## src/hw/fsp_regs.svh

```systemverilog
`ifndef FSP_REGS_SVH
`define FSP_REGS_SVH
// Control register bit positions.
`define FSP_BIT_EN 0
`define FSP_BIT_ERASE 1
`define FSP_BIT_WRITE 2
`define FSP_BIT_LOCK 3
`define FSP_BIT_REEN 4
`define FSP_BIT_BUSY 6
`define FSP_BIT_IE 7
// Valid low-five command patterns.
`define FSP_CMD_LOAD 5'h01
`define FSP_CMD_ERASE 5'h03
`define FSP_CMD_WRITE 5'h05
`define FSP_CMD_LOCK 5'h09
`define FSP_CMD_REEN 5'h11
// Arming windows in cycles.
`define FSP_SPM_WIN 3'h4
`define FSP_LPM_WIN 3'h3
// Read-back pointer values.
`define FSP_PTR_FUSE_LO 16'h0000
`define FSP_PTR_LOCK 16'h0001
`define FSP_PTR_FUSE_EXT 16'h0002
`define FSP_PTR_FUSE_HI 16'h0003
`define FSP_LOCK_DEF 4'hF
`define FSP_FUSE_DEF 8'hFF
`define FSP_EXT_MASK 8'h0F
// Flash write time, microseconds, and cycles at 20 MHz.
`define FSP_WRITE_US 3700
`define FSP_CLK_MHZ 20
`endif

```

## src/hw/fsp_pkg.sv

```systemverilog
package fsp_pkg;
  // Operation started by a store-program instruction.
  typedef enum logic [2:0] {
    FSP_OP_LOAD = 3'h0,
    FSP_OP_ERASE = 3'h1,
    FSP_OP_WRITE = 3'h2,
    FSP_OP_LOCK = 3'h3,
    FSP_OP_REEN = 3'h4
  } fsp_op_t;
endpackage

```

## src/hw/fsp_if.sv

```systemverilog
`timescale 1ns/1ps
// Core-side link: control register access plus program-memory instructions.
interface fsp_if;
  logic ctrl_wr;
  logic [7:0] ctrl_wdata;
  logic [7:0] ctrl_rdata;
  logic spm;
  logic lpm;
  logic [15:0] zptr;
  logic [7:0] data_low_reg;
  logic [7:0] data_high_reg;
  logic [7:0] lpm_data;
  logic lpm_special;
  logic cpu_halt;
  logic rww_block;
  logic irq;
  modport dev (input ctrl_wr, ctrl_wdata, spm, lpm, zptr, data_low_reg,
    data_high_reg, output ctrl_rdata, lpm_data, lpm_special, cpu_halt,
    rww_block, irq);
  modport core (output ctrl_wr, ctrl_wdata, spm, lpm, zptr, data_low_reg,
    data_high_reg, input ctrl_rdata, lpm_data, lpm_special, cpu_halt,
    rww_block, irq);
endinterface

```

## src/hw/fsp_dev_end.sv

```systemverilog
`timescale 1ns/1ps
`include "fsp_regs.svh"
module fsp_dev_end
  import fsp_pkg::*;
#(
  parameter int WRITE_CYCLES = `FSP_WRITE_US * `FSP_CLK_MHZ, // Write time.
  parameter int PAGE_WORDS = 32, // Words per page.
  parameter int RWW_PAGES = 96 // Pages in rewritable section.
) (
  input wire logic core_clk, // Clock.
  input wire logic reset_n, // Asynchronous reset, active low.
  input wire logic eeprom_write_busy, // EEPROM write in progress.
  input wire logic [7:0] fuse_low_byte, // Fuse state, 1 unprogrammed.
  input wire logic [7:0] fuse_high_byte, // Fuse state, 1 unprogrammed.
  input wire logic [7:0] extended_fuse_byte, // Low four bits used.
  input wire logic [1:0] memory_lock, // Memory lock bits 2..1.
  input wire logic [4:0] buf_raddr, // Buffer word read index.
  output logic [15:0] buf_rdata, // Buffer word read data.
  output logic [5:0] page_addr, // Low six bits of the page being erased or written.
  output logic [1:0] flash_op, // 1 erase, 2 write, 3 lock; 0 idle.
  output logic [3:0] boot_lock, // Boot locks, 0 programmed.
  fsp_if.dev lnk // Link to core.
);
  localparam int WW = $clog2(PAGE_WORDS);
  localparam int CW = $clog2(WRITE_CYCLES + 1);
  if (PAGE_WORDS != 32 || WRITE_CYCLES < 1 || RWW_PAGES < 1 ||
      RWW_PAGES > 127) begin : g_bad_params
    $error("fsp_dev_end: unsupported parameters");
  end

  typedef enum logic [2:0] {
    FSP_IDLE = 3'b001,
    FSP_ARMED = 3'b010,
    FSP_BUSY = 3'b100
  } fsp_state_t;

  fsp_state_t state;
  fsp_op_t op;
  logic [7:0] cmd;
  logic [2:0] win;
  logic [CW-1:0] cnt;
  logic [6:0] page;
  logic ie;
  logic busy_flag;
  logic [15:0] pbuf [PAGE_WORDS];
  logic [PAGE_WORDS-1:0] loaded;
  logic [7:0] rd_val;

  //////////////////////////////////////////////////////////////////////////
  // Command decode; the top three bits are masked off before matching.
  wire [4:0] low5 = lnk.ctrl_wdata[4:0];
  wire valid_cmd = low5 == `FSP_CMD_LOAD || low5 == `FSP_CMD_ERASE ||
    low5 == `FSP_CMD_WRITE || low5 == `FSP_CMD_LOCK ||
    low5 == `FSP_CMD_REEN;
  // Commands are refused while EEPROM busy or a flash operation runs.
  wire take_cmd = lnk.ctrl_wr && valid_cmd && !eeprom_write_busy &&
    state != FSP_BUSY;
  wire spm_go = state == FSP_ARMED && lnk.spm && !eeprom_write_busy;
  // The load counts only in the first three armed cycles of the window.
  wire lpm_rd = state == FSP_ARMED && lnk.lpm && cmd[4:0] == `FSP_CMD_LOCK &&
    win > (`FSP_SPM_WIN - `FSP_LPM_WIN) && !eeprom_write_busy;
  wire [WW-1:0] word = lnk.zptr[WW:1];
  wire [6:0] zpage = lnk.zptr[12:6];
  wire long_op = op == FSP_OP_ERASE || op == FSP_OP_WRITE;
  wire in_rww = page < 7'(RWW_PAGES);
  wire [7:0] lock_byte = {2'b11, boot_lock, memory_lock};

  // Read-back mux; any other pointer reads all ones.
  assign rd_val = lnk.zptr == `FSP_PTR_LOCK ? lock_byte :
    lnk.zptr == `FSP_PTR_FUSE_LO ? fuse_low_byte :
    lnk.zptr == `FSP_PTR_FUSE_HI ? fuse_high_byte :
    lnk.zptr == `FSP_PTR_FUSE_EXT ?
    (extended_fuse_byte | ~`FSP_EXT_MASK) : `FSP_FUSE_DEF;

  // Only page erase and page write block the rewritable section.
  assign lnk.rww_block = busy_flag;
  assign lnk.cpu_halt = state == FSP_BUSY && long_op && !in_rww;
  assign lnk.irq = ie && state != FSP_BUSY && state != FSP_ARMED;
  assign lnk.lpm_special = lpm_rd;
  assign lnk.ctrl_rdata = {ie, busy_flag, 1'b0,
    state == FSP_ARMED ? cmd[4:1] : (state == FSP_BUSY ?
    {1'b0, op == FSP_OP_LOCK, op == FSP_OP_WRITE, op == FSP_OP_ERASE} : 4'h0),
    state != FSP_IDLE};
  assign page_addr = page[5:0];
  assign flash_op = state != FSP_BUSY ? 2'h0 : op == FSP_OP_ERASE ? 2'h1 :
    op == FSP_OP_WRITE ? 2'h2 : 2'h3;

  //////////////////////////////////////////////////////////////////////////
  // Sequencer. The reset clears arming and the interrupt enable; a running write keeps going
  // because its counter is held here on a separate reset-free path below.
  always_ff @(posedge core_clk or negedge reset_n) begin
    if (!reset_n) begin
      win <= 3'h0;
      cmd <= 8'h00;
      ie <= 1'b0;
    end else begin
      if (lnk.ctrl_wr) ie <= lnk.ctrl_wdata[`FSP_BIT_IE];
      if (take_cmd) begin
        cmd <= lnk.ctrl_wdata;
        win <= `FSP_SPM_WIN;
      end else if (spm_go || lpm_rd || win == 3'h1) begin
        win <= 3'h0;
      end else if (win != 3'h0) begin
        win <= win - 3'h1;
      end
    end
  end

  // Flash operation timer runs with no reset so a reset cannot cut it short.
  always_ff @(posedge core_clk) begin
    if (spm_go && cmd[4:0] != `FSP_CMD_LOAD && cmd[4:0] != `FSP_CMD_REEN) begin
      cnt <= CW'(WRITE_CYCLES);
      op <= cmd[`FSP_BIT_LOCK] ? FSP_OP_LOCK :
        cmd[`FSP_BIT_WRITE] ? FSP_OP_WRITE : FSP_OP_ERASE;
      page <= zpage;
    end else if (cnt != '0) begin
      cnt <= cnt - CW'(1);
    end else begin
      op <= FSP_OP_LOAD;
    end
  end

  // State follows the window and the timer; both drive it every cycle.
  always_comb begin
    if (cnt != '0 && op != FSP_OP_LOAD) state = FSP_BUSY;
    else if (win != 3'h0) state = FSP_ARMED;
    else state = FSP_IDLE;
  end

  // Busy flag: set by any erase/write start and kept set while one runs, so
  // a reset in mid-write cannot leave the section looking readable. Only a
  // re-enable or a load clears it outside reset; reset clears it too.
  always_ff @(posedge core_clk or negedge reset_n) begin
    if (!reset_n) begin
      busy_flag <= 1'b0;
    end else if ((spm_go && (cmd[4:0] == `FSP_CMD_ERASE ||
        cmd[4:0] == `FSP_CMD_WRITE)) || (state == FSP_BUSY && long_op)) begin
      busy_flag <= 1'b1;
    end else if (spm_go && (cmd[4:0] == `FSP_CMD_REEN ||
        cmd[4:0] == `FSP_CMD_LOAD)) begin
      busy_flag <= 1'b0;
    end
  end

  // Lock bits: each zero in data bits 5..2 programs a lock, never unprograms.
  always_ff @(posedge core_clk or negedge reset_n) begin
    if (!reset_n) boot_lock <= `FSP_LOCK_DEF;
    else if (spm_go && cmd[4:0] == `FSP_CMD_LOCK)
      boot_lock <= boot_lock & lnk.data_low_reg[5:2];
  end

  // Read-back data register.
  always_ff @(posedge core_clk or negedge reset_n) begin
    if (!reset_n) lnk.lpm_data <= 8'h00;
    else if (lpm_rd) lnk.lpm_data <= rd_val;
  end

  //////////////////////////////////////////////////////////////////////////
  // Temporary page buffer. A clear wins over a load in the same cycle.
  wire write_done = state == FSP_BUSY && op == FSP_OP_WRITE && cnt == CW'(1);
  wire buf_clear = write_done || (spm_go && cmd[4:0] == `FSP_CMD_REEN) ||
    (eeprom_write_busy && loaded != '0);
  always_ff @(posedge core_clk or negedge reset_n) begin
    if (!reset_n) begin
      loaded <= '0;
      for (int i = 0; i < PAGE_WORDS; i++) pbuf[i] <= 16'hFFFF;
    end else if (buf_clear) begin
      loaded <= '0;
      for (int i = 0; i < PAGE_WORDS; i++) pbuf[i] <= 16'hFFFF;
    end else if (spm_go && cmd[4:0] == `FSP_CMD_LOAD) begin
      loaded[word] <= 1'b1;
      pbuf[word] <= {lnk.data_high_reg, lnk.data_low_reg};
    end
  end

  // Buffer inspection port for the flash array.
  always_ff @(posedge core_clk or negedge reset_n) begin
    if (!reset_n) buf_rdata <= 16'hFFFF;
    else buf_rdata <= pbuf[buf_raddr];
  end
endmodule

```

## src/flat_wrapper.sv

```systemverilog
// flat-port wrapper written by rule: the top's interface ports become plain ports
module fsp_dev_end_flat import fsp_pkg::*;
#(
  parameter int WRITE_CYCLES = `FSP_WRITE_US * `FSP_CLK_MHZ,               
  parameter int PAGE_WORDS = 32,                   
  parameter int RWW_PAGES = 96                                
)
  (core_clk, reset_n, eeprom_write_busy, fuse_low_byte, fuse_high_byte, extended_fuse_byte, memory_lock, buf_raddr, buf_rdata, page_addr, flash_op, boot_lock, lnk_ctrl_wr, lnk_ctrl_wdata, lnk_spm, lnk_lpm, lnk_zptr, lnk_data_low_reg, lnk_data_high_reg, lnk_ctrl_rdata, lnk_lpm_data, lnk_lpm_special, lnk_cpu_halt, lnk_rww_block, lnk_irq);
  fsp_if lnk_i ();
  input wire logic core_clk;
  input wire logic reset_n;
  input wire logic eeprom_write_busy;
  input wire logic [7:0] fuse_low_byte;
  input wire logic [7:0] fuse_high_byte;
  input wire logic [7:0] extended_fuse_byte;
  input wire logic [1:0] memory_lock;
  input wire logic [4:0] buf_raddr;
  output logic [15:0] buf_rdata;
  output logic [5:0] page_addr;
  output logic [1:0] flash_op;
  output logic [3:0] boot_lock;
  input wire logic [$bits(lnk_i.ctrl_wr)-1:0] lnk_ctrl_wr;
  input wire logic [$bits(lnk_i.ctrl_wdata)-1:0] lnk_ctrl_wdata;
  input wire logic [$bits(lnk_i.spm)-1:0] lnk_spm;
  input wire logic [$bits(lnk_i.lpm)-1:0] lnk_lpm;
  input wire logic [$bits(lnk_i.zptr)-1:0] lnk_zptr;
  input wire logic [$bits(lnk_i.data_low_reg)-1:0] lnk_data_low_reg;
  input wire logic [$bits(lnk_i.data_high_reg)-1:0] lnk_data_high_reg;
  output wire logic [$bits(lnk_i.ctrl_rdata)-1:0] lnk_ctrl_rdata;
  output wire logic [$bits(lnk_i.lpm_data)-1:0] lnk_lpm_data;
  output wire logic [$bits(lnk_i.lpm_special)-1:0] lnk_lpm_special;
  output wire logic [$bits(lnk_i.cpu_halt)-1:0] lnk_cpu_halt;
  output wire logic [$bits(lnk_i.rww_block)-1:0] lnk_rww_block;
  output wire logic [$bits(lnk_i.irq)-1:0] lnk_irq;
  assign lnk_i.ctrl_wr = lnk_ctrl_wr;
  assign lnk_i.ctrl_wdata = lnk_ctrl_wdata;
  assign lnk_i.spm = lnk_spm;
  assign lnk_i.lpm = lnk_lpm;
  assign lnk_i.zptr = lnk_zptr;
  assign lnk_i.data_low_reg = lnk_data_low_reg;
  assign lnk_i.data_high_reg = lnk_data_high_reg;
  assign lnk_ctrl_rdata = lnk_i.ctrl_rdata;
  assign lnk_lpm_data = lnk_i.lpm_data;
  assign lnk_lpm_special = lnk_i.lpm_special;
  assign lnk_cpu_halt = lnk_i.cpu_halt;
  assign lnk_rww_block = lnk_i.rww_block;
  assign lnk_irq = lnk_i.irq;
  fsp_dev_end #(.WRITE_CYCLES(WRITE_CYCLES), .PAGE_WORDS(PAGE_WORDS), .RWW_PAGES(RWW_PAGES)) u_core (.core_clk(core_clk), .reset_n(reset_n), .eeprom_write_busy(eeprom_write_busy), .fuse_low_byte(fuse_low_byte), .fuse_high_byte(fuse_high_byte), .extended_fuse_byte(extended_fuse_byte), .memory_lock(memory_lock), .buf_raddr(buf_raddr), .buf_rdata(buf_rdata), .page_addr(page_addr), .flash_op(flash_op), .boot_lock(boot_lock), .lnk(lnk_i));
endmodule
```

## config.mk

```make
export PLATFORM = sky130hd
export DESIGN_NAME = fsp_dev_end_flat
export DESIGN_NICKNAME = d
export VERILOG_FILES = /design/src/hw/fsp_pkg.sv /design/src/hw/fsp_if.sv /design/src/hw/fsp_dev_end.sv /design/src/flat_wrapper.sv
export VERILOG_INCLUDE_DIRS = /design/src /design/src/hw
export SDC_FILE = /design/constraint.sdc
export NUM_CORES = 1
export LEC_CHECK = 0
export BUFFER_PORTS_ARGS = -buffer_cell sky130_fd_sc_hd__buf_2
export CORE_MARGIN = 2
export CORE_UTILIZATION = 34
export DETAILED_ROUTE_END_ITERATION = 12
export MAX_ROUTING_LAYER = met4
export SLEW_MARGIN = 10
export SYNTH_ARGS = -nofsm -noshare
export SYNTH_HDL_FRONTEND = slang
export SYNTH_SLANG_ARGS = --single-unit
```

## constraint.sdc

```tcl
create_clock -name core_clk -period 5.4 [get_ports core_clk]
set_clock_uncertainty 0.05 [all_clocks]
set_input_delay 0.81 -clock core_clk [delete_from_list [all_inputs] [get_ports core_clk]]
set_output_delay 0.81 -clock core_clk [all_outputs]
set_load 0.005 [all_outputs]
```

* Yosys cells after proc, flatten, opt, wreduce, memory -nomap -nowiden
Index checks and enable logic that the tools add are counted.
** Cells by class
- Add/subtract/negate cells :: 2
- $lt $le $gt $ge :: 7
- Equal/unequal tests :: 26
- Multiplexer cells :: 32
- Bitwise operators :: 4
- Reduce and logical (&&, ||, !) cells :: 48
** Operator list (number)
- 512-bit two-way mux :: 2
- 512-bit bitwise mux :: 1
- 16-bit binary-select mux with 5-bit select :: 1
- 16-bit demux with 5-bit select :: 1
- 32-bit two-way mux :: 2
- 16-bit two-way mux :: 3
- 16-bit by 2-bit == test with 1-bit output (second input constant) :: 2
- 32-bit bitwise OR :: 1
- 32-bit nonzero test :: 1
- 1-bit logical AND :: 26
- 8-bit two-way mux :: 3
- 3-bit two-way mux :: 7
- 17-bit by 1-bit == test with 1-bit output (second input constant) :: 1
- 17-bit nonzero test :: 1
- 17-bit by 1-bit subtractor with 17-bit output (second input constant) :: 1
- 16-bit by 1-bit == test with 1-bit output (second input constant) :: 1
- 16-bit zero test :: 1
- 6-bit greater-or-equal comparator (second input constant) :: 2
- 1-bit logical OR :: 12
- 5-bit NOT with 6-bit output :: 2
- 5-bit by 1-bit == test with 1-bit output (second input constant) :: 2
- 5-bit by 2-bit == test with 1-bit output (second input constant) :: 2
- 5-bit by 3-bit == test with 1-bit output (second input constant) :: 2
- 5-bit by 4-bit == test with 1-bit output (second input constant) :: 2
- other kinds (24) :: 40
** Word-level totals
- Register bits after elaboration :: 609
- Input bits :: 77
- Output and inout bits :: 48

* Depth between registers and ports, before layout
Gate-level depths: netlist (run 1).
- Depth in word-level cells :: 12
- Gate-level depth with buffers :: 11
- Gate-level depth less buffers :: 8

* Worst setup path after synthesis (run 1)
No wires, ideal clock.
- Path kind :: flip-flop to output port
- Start :: register u_core.cnt[0]
- End :: output lnk_lpm_special
- Arrival time :: 1.942 ns
- Data required time :: 4.540 ns
- Setup slack :: 2.598 ns
- Stages on the path, launching flop included :: 7
- Path buffers :: 1
- Cell sequence :: dfxtp_1 > inv_1 > ha_1 > nor4b_1 > nand4_2 > a2111oi_4 > buf_6
** Between the ends
- Cells in the longest elaborated chain, start to end :: 8
** RTL lines
- from (decl) :: line fsp_dev_end.sv:41 : logic [CW-1:0] cnt;
- from (signal assigned) :: line fsp_dev_end.sv:112 : cnt <= CW'(WRITE_CYCLES);
- from (signal assigned) :: line fsp_dev_end.sv:117 : cnt <= cnt - CW'(1);
- 17-bit nonzero test :: line fsp_dev_end.sv:125 : if (cnt != '0 && op != FSP_OP_LOAD) state = FSP_BUSY;
- 1-bit logical AND :: line fsp_dev_end.sv:125
- 3-bit two-way mux :: line fsp_dev_end.sv:125
- 3-bit by 2-bit == test with 1-bit output :: line fsp_dev_end.sv:60 : wire lpm_rd = state == FSP_ARMED && lnk.lpm && cmd[4:0] == `FSP_CMD_LOCK &&
- 1-bit logical AND :: line fsp_dev_end.sv:60
- 1-bit logical AND (no source line)
- 1-bit logical AND (2 in a row) :: line fsp_dev_end.sv:60
- to (decl) :: line flat_wrapper.sv:31 : output wire logic [$bits(lnk_i.lpm_special)-1:0] lnk_lpm_special;
Every way passes these cells.

* Final worst setup path (run 1)
Same ends and word-level chain as after synthesis.

==> results.toml, run 1 <==
[pwr]
p_leak_nw = 14.6
fin_total_pwr_mw = 11.5
p_per_area_nw_per_um2 = 335
p_int_mw = 8.18
combPwrFrac = 0.150
ir_worst_vdd_mv = 0.226
p_switching_mw = 3.29
seqPwrFrac = 0.437
p_sw_frac = 0.287
p_clk_frac = 0.414

[placement]
gp_congestion = 0.841
post-place-cells = 4084
hpwlAfterDp_um = 55700
place_area_um2 = 31900
port_buffers = 117

[layout]
nets = 3067
drive_gt1_frac = 0.340
syn2layout_area_growth_pct = 11.4
fin_util = 0.381
design_area_um2 = 34200
fin_cells = 4206

[setup_path]
criticalPathCategory = "reg2out"
rr_endpoint = "u_core.pbuf[273]$_DFFE_PN1P_"
worstPathRequired_ps = 4540
critical_path.startpoint = "u_core.cnt[0]$_SDFFE_PP0P_"
ff2ff_path_depth = 8
critical_path_arrival_ps = 3670
cp-start-kind = "flip-flop"
crit_fanout = 26
cp-endpoint = "lnk_lpm_special"
rrSetupSlack_ps = 1440
worstSetupEndpointType = "output port"
r2r_start = "u_core.cnt[0]$_SDFFE_PP0P_"

[clock_tree]
cts_root_buffer = "clkbuf_16"
clkLatencyLatePin_ps = 630
clock-sinks = 608
postCtsSetupBuffers = 0
holdBufCountCts = 0
clk_pin_slew_ps = 60
cts_max_path_buffers = 3
htree_num_levels = 3
cts_buffers = 69
cts_tree = "done"
cts_resized = 0

[drt]
wire_per_inst_um = 22.0
viasPerCell = 5.38
route.antenna.remaining_nets = 0
vias = 22600
drtPass1Iterations = 5
drc = 0
wirelength_um = 92600
drtIter0Drc = 2176

[synthesis]
ys_types = 67
synth_flop_cell = "dfstp_2"
ys_top_cells_by_area = "dfstp_2 (46%), nand2_1 (13%), mux4_2 (9.5%)"
syn_inst = 3004
async_reset_ff_frac = 0.957
yosysSeqAreaShare = 0.516
synth_area_um2 = 30700
synth_seq_cells = 608
avgSynthCellArea_um2 = 10.2
synth_edf_count = 9
netlist.area_leader.share = 0.455
ys_top_cells_by_count = "nand2_1 (1028), dfstp_2 (532), nand3_1 (503)"
synth_nets = 3092
synth_warnings = 0
synth.most_common_cell = "nand2_1"
synth_area_leader_cell = "dfstp_2"

[timing]
finalSetupViolations = 0
tightestPinTransition_ps = 1180
drv_slew = 0
setup_tns_ps = 0
min_period_ps = 4530
final_hold_viol_count = 0
fmax_mhz = 221
timing.final.crit_share = 0.839
rsz0062_at_grt = "false"
max_slew_margin = 0.213

[floorplan]
die_area_um2 = 92700
die_y_um = 304
pin_count = 125
rows = 110
core-area_um2 = 89700
initial_utilization = 0.342
die_x_um = 304

[hold_path]
hold_path_class = "in2async"

[global_route]
grtUsageTotal = 0.205
grt_pass1_vias = 22300
grt.overflow.total = 0
antenna_found_initial = 7
grt_start_max_net_pins = 116
grt_pass1_wl_um = 142000

[flow_run]
cap_violations = 0

[status]
status = "finished, final reports clean"
==> logic make-up after synthesis <==
family | count (synthesis) | synth area share
AO/OA/AOI/OAI | 203 | 0.0646
other | 1 | 0.000122
AND/OR/NAND/NOR | 1683 | 0.241
XOR/XNOR | 13 | 0.00371
multiplexers | 203 | 0.120
flip-flops | 608 | 0.516
adder cells (fa/ha/maj) | 12 | 0.00481
buffers and inverters | 281 | 0.0494
==> worst max-delay path: stages, from the launching register on <==
cell and delay [ps]:
dfxtp_1 340, inv_1 140, ha_1 210, nor4b_1 490, nand4_4 760, a2111oi_4 630
buf_4 290, buf_2 160
==> per-stage QoR <==
| step | hold slack, ps | worst slack (ps) |
|---|---|---|
| 2_1_floorplan | 405 | 2600 |
| 3_3_place_gp | 417 | 1530 |
| 3_5_place_dp | 421 | 1420 |
| 4_1_cts | 212 | 805 |
| 5_1_grt | 257 | 653 |
| 6_report | 238 | 868 |
==> cell usage in the layout, fill, tap and decap left out, drive strengths merged, types with 7 or more instances in the layout <==
cell    instances
mux2i          48
edfxtp          9
buf           171
nor4           18
dfrtp          50
dfstp         532
mux4          130
or3             7
nor2           54
clkbuf        100
and4            9
a211oi         35
dfxtp          17
nand3         503
nand2        1028
a221oi         16
o21ai          23
o21a           51
xnor2           8
mux2           25
a21oi          29
nor3           10
nand4          14
ha             11
o211ai         32
clkinv         10
inv            17
==> worst min path at each step <==
stage | slack (ps) | from | endpoint
2_1_floorplan | 410 | u_core.boot_lock[2]$_DFFE_PN1P_ | u_core.boot_lock[2]$_DFFE_PN1P_
3_3_place_gp | 420 | u_core.pbuf[158]$_DFFE_PN1P_ | u_core.pbuf[158]$_DFFE_PN1P_
3_5_place_dp | 420 | u_core.boot_lock[3]$_DFFE_PN1P_ | u_core.boot_lock[3]$_DFFE_PN1P_
4_1_cts | 210 | reset_n | u_core.loaded[15]$_DFFE_PN0P_
5_1_grt | 260 | reset_n | u_core.loaded[12]$_DFFE_PN0P_
6_report | 240 | reset_n | u_core.loaded[23]$_DFFE_PN0P_
==> state kept, by name, indices dropped and copies added (netlist names) <==
| signal | cells |
|---|---|
| u_core.buf_rdata | 16 |
| u_core.cnt | 17 |
| u_core.pbuf | 512 |
| u_core.win | 3 |
| u_core.lnk.rww_block | 1 |
| u_core.loaded | 32 |
| u_core.op | 2 |
| u_core.page | 7 |
| u_core.lnk.lpm_data | 8 |
| u_core.ie | 1 |
| u_core.cmd | 5 |
| u_core.boot_lock | 4 |
==> cell type report <==
class	instances	area, µm²
diodes	4	10.0
clock buffers	100	2020
clock inverters	18	230
fillers	8710	55500
inverters	14	52.6
multi-input cells	2115	13400
flip-flops and latches	608	15800
well taps	1176	1470
repair buffers	171	1200
==> per-layer routing <==
metal	track usage	up-vias	part of all wire
met5	-	-	0
met4	0.0677	0	0.032
met3	0.0299	143	0.063
met2	0.311	753	0.47
met1	0.282	11500	0.44
li1	-	10200	-
==> power by group through the flow <==
stage / clock [mW] / sequential [mW] / combinational [mW]
4_1_cts: 4.82 / 5.00 / 1.72
3_3_place_gp: 0 / 5.06 / 1.71
2_1_floorplan: 0 / 5.03 / 1.24
5_1_grt: 5.00 / 5.03 / 1.87
3_5_place_dp: 0 / 5.07 / 1.72
6_report: 4.74 / 5.01 / 1.72
Note: power is estimated with default switching activity, not from simulation.
==> inputs of run 2 (changes only) <==
--- a/config.mk
+++ b/config.mk
@@ -6,6 +6,7 @@
 export SDC_FILE = /design/constraint.sdc
 export NUM_CORES = 1
 export LEC_CHECK = 0
+export ABC_AREA = 1
 export BUFFER_PORTS_ARGS = -buffer_cell sky130_fd_sc_hd__buf_2
 export CORE_MARGIN = 2
 export CORE_UTILIZATION = 34
==> constraint.sdc (replaced) <==
create_clock -name core_clk -period 4.7 [get_ports core_clk]
set_clock_uncertainty 0.05 [all_clocks]
set_input_delay 0.705 -clock core_clk [delete_from_list [all_inputs] [get_ports core_clk]]
set_output_delay 0.705 -clock core_clk [all_outputs]
set_load 0.005 [all_outputs]
==> run 2 against run 1 <==
Clock power grew 25%. Sequential power grew 110%. Flip-flop and latch count is the same. Register-to-register slack lost 260 ps. Die area grew 7.8%. Sequential share of layout area shrank 3.7 points. Area after synthesis grew 7.9%. Worst setup slack gained 310 ps. Cell count grew 34%. Via count grew 40%. First-iteration DRC count grew 71%.
==> results.toml, run 2 <==
[floorplan]
pin_count = 125
rows = 114
die_x_um = 316
die_area_um2 = 99900
die_y_um = 316
core-area_um2 = 96600
initial_utilization = 0.343

[timing]
finalSetupViolations = 0
timing.final.crit_share = 0.749
fmax_mhz = 284
min_period_ps = 3520
tightestPinTransition_ps = 1150
final_hold_viol_count = 0
rsz0062_at_grt = "false"
drv_slew = 0
setup_tns_ps = 0
max_slew_margin = 0.234

[synthesis]
async_reset_ff_frac = 0.957
avgSynthCellArea_um2 = 7.55
synth_nets = 4476
synth_flop_cell = "dfstp_2"
ys_top_cells_by_count = "nor2_1 (846), nand2_1 (796), nand3_1 (596)"
synth_warnings = 0
synth_area_leader_cell = "dfstp_2"
ys_types = 40
synth_area_um2 = 33100
netlist.area_leader.share = 0.422
ys_top_cells_by_area = "dfstp_2 (42%), nor2_1 (9.6%), nand2_1 (9.0%)"
synth_seq_cells = 608
synth_edf_count = 9
synth.most_common_cell = "nor2_1"
yosysSeqAreaShare = 0.478
syn_inst = 4388

[hold_path]
hold_path_class = "in2async"

[setup_path]
critPathMaxStageDelay_ps = 780
crit_fanout = 16
cp_top_family = "simple AND/OR/NAND/NOR gates"
path_buf_inv = 3
worstPathRequired_ps = 5210
worstSetupEndpointType = "flip-flop"
critical_path_arrival_ps = 4030
path_cells = "inv_1, ha_1, inv_1, nor2_1, nand2_1, nor2_2, nand2_2, nand2_4, nand4_4, buf_4, nor2_2, nand2_1, nand3_1, nand2_1"
cp_common_cell = "nand2_1"
cp-start-kind = "flip-flop"
crit_slowest_cell = "nand2_1"
criticalPathCategory = "reg2reg"

[layout]
layout_commonest_cell = "nor2_1"
largest_reg_flops = 512
nets = 4372
reg.largest.list = "u_core.pbuf x512, u_core.loaded x32, u_core.cnt x17"
syn2layout_area_growth_pct = 12.2
design_area_um2 = 37200
fin_cells = 5620
drive_gt1_frac = 0.212
fin_util = 0.385
top_register = "u_core.pbuf"
final_cell_mix = "nor2_1 (846), nand2_1 (795), nand3_1 (596), dfstp_2 (532), a21oi_1 (519)"

[drt]
vias = 31600
drtPass1Iterations = 8
wirelength_um = 123000
drc = 0
wire_per_inst_um = 21.9
viasPerCell = 5.63
route.antenna.remaining_nets = 0
drtIter0Drc = 3720

[placement]
post-place-cells = 5486
gp_congestion = 0.886
port_buffers = 117
hpwlAfterDp_um = 69600
place_area_um2 = 34700

[pwr]
ir_worst_vdd_mv = 0.286
p_clk_frac = 0.277
p_leak_nw = 16.6
fin_total_pwr_mw = 21.4
p_int_mw = 14.7
seqPwrFrac = 0.485
p_switching_mw = 6.71
p_sw_frac = 0.314
combPwrFrac = 0.238
p_per_area_nw_per_um2 = 576

[global_route]
grtUsageTotal = 0.249
grt_start_max_net_pins = 140
grt.overflow.total = 0
grt_pass1_wl_um = 188000
antenna_found_initial = 3
grt_pass1_vias = 30300

[clock_tree]
cts_tree = "done"
holdBufCountCts = 0
postCtsSetupBuffers = 0
cts_resized = 0
cts_root_buffer = "clkbuf_16"
clkLatencyLatePin_ps = 640
clk_pin_slew_ps = 60
cts_buffers = 72
clock-sinks = 608
cts_max_path_buffers = 3
htree_num_levels = 3

[flow_run]
cap_violations = 0

[status]
status = "finished, final reports clean"
[run 2: changes by cell type in the layout (fill, tap and decap cells not counted), moves of 49 or more]
cell,previous run,this run
a21oi_1,29,519
inv_1,12,97
mux4_2,130,0
nand2_1,1028,795
nand3_1,503,596
nor2_1,54,846
o21a_1,51,2
o21ai_0,23,271
o221ai_1,0,111
[run 2: power by group through the flow]
| stage | sequential, mW | clock (mW) | combinational (mW) |
|---|---|---|---|
| finish | 10.4 | 5.92 | 5.09 |
| global route | 10.6 | 6.20 | 5.80 |
| CTS | 10.3 | 6.00 | 5.06 |
| detailed placement | 10.3 | 0 | 5.05 |
| global placement | 10.3 | 0 | 4.91 |
| floorplan | 10.0 | 0 | 3.88 |
[run 2: final cells by class]
class | instances | area, µm²
Fill cell | 9890 | 59400
Sequential cell | 608 | 15800
Multi-Input combinational cell | 3286 | 15300
Clock buffer | 107 | 2190
Tap cell | 1276 | 1600
Timing Repair Buffer | 206 | 1530
Inverter | 110 | 425
Clock inverter | 25 | 302
Antenna cell | 2 | 5.00
[run 2: path summary, 6_finish.rpt]
path | start | endpoint | slack (ps) | cells past startpoint
max | u_core.cnt[0]$_SDFFE_PP0P_ | u_core.pbuf[100]$_DFFE_PN1P_ | 1180 | 14
min | reset_n | u_core.loaded[9]$_DFFE_PN0P_ | 70 | 1
max reg2reg | u_core.cnt[0]$_SDFFE_PP0P_ | u_core.pbuf[100]$_DFFE_PN1P_ | 1180 | 14
min reg2reg | u_core.pbuf[294]$_DFFE_PN1P_ | u_core.pbuf[294]$_DFFE_PN1P_ | 430 | 2
max in group asynchronous | reset_n | u_core.pbuf[22]$_DFFE_PN1P_ | 3490 | 2
min in group core_clk | lnk_zptr[6] | u_core.page[0]$_DFFE_PP_ | 210 | 1
[run 2: layer usage]
layer | up-vias | track usage | routed length, µm
met3 | 236 | 0.0441 | 10600
met4 | 0 | 0.107 | 5380
li1 | 14500 | - | -
met2 | 1510 | 0.368 | 54700
met1 | 15400 | 0.335 | 52200
met5 | - | - | 0
[run 2: worst reg2reg max path: cells and delay by family, from the launching register on]
family | cells | cell delay (ps)
simple gates | 10 | 2470
flops | 1 | 340
fa+ha+maj | 1 | 150
buf+inv | 3 | 440
[run 2: cell families (layout without fill, tap and decap cells)]
family / Yosys count / in the layout / share of synthesized area
other cells: 1 / 3 / 0.000113
flops: 608 / 608 / 0.478
xor+xnor: 15 / 15 / 0.00397
fa+ha+maj: 11 / 11 / 0.00416
simple gates: 2314 / 2314 / 0.294
buf+inv: 494 / 448 / 0.0611
compound gates: 945 / 945 / 0.158
[run 2: per-stage QoR]
stage / setup slack, ps / hold slack [ps]
after floorplan: 2330 / 359
after global placement: 1300 / 417
after detailed placement: 1230 / 423
after CTS: 1240 / 82.6
after global routing: 950 / 110
final: 1180 / 68.3
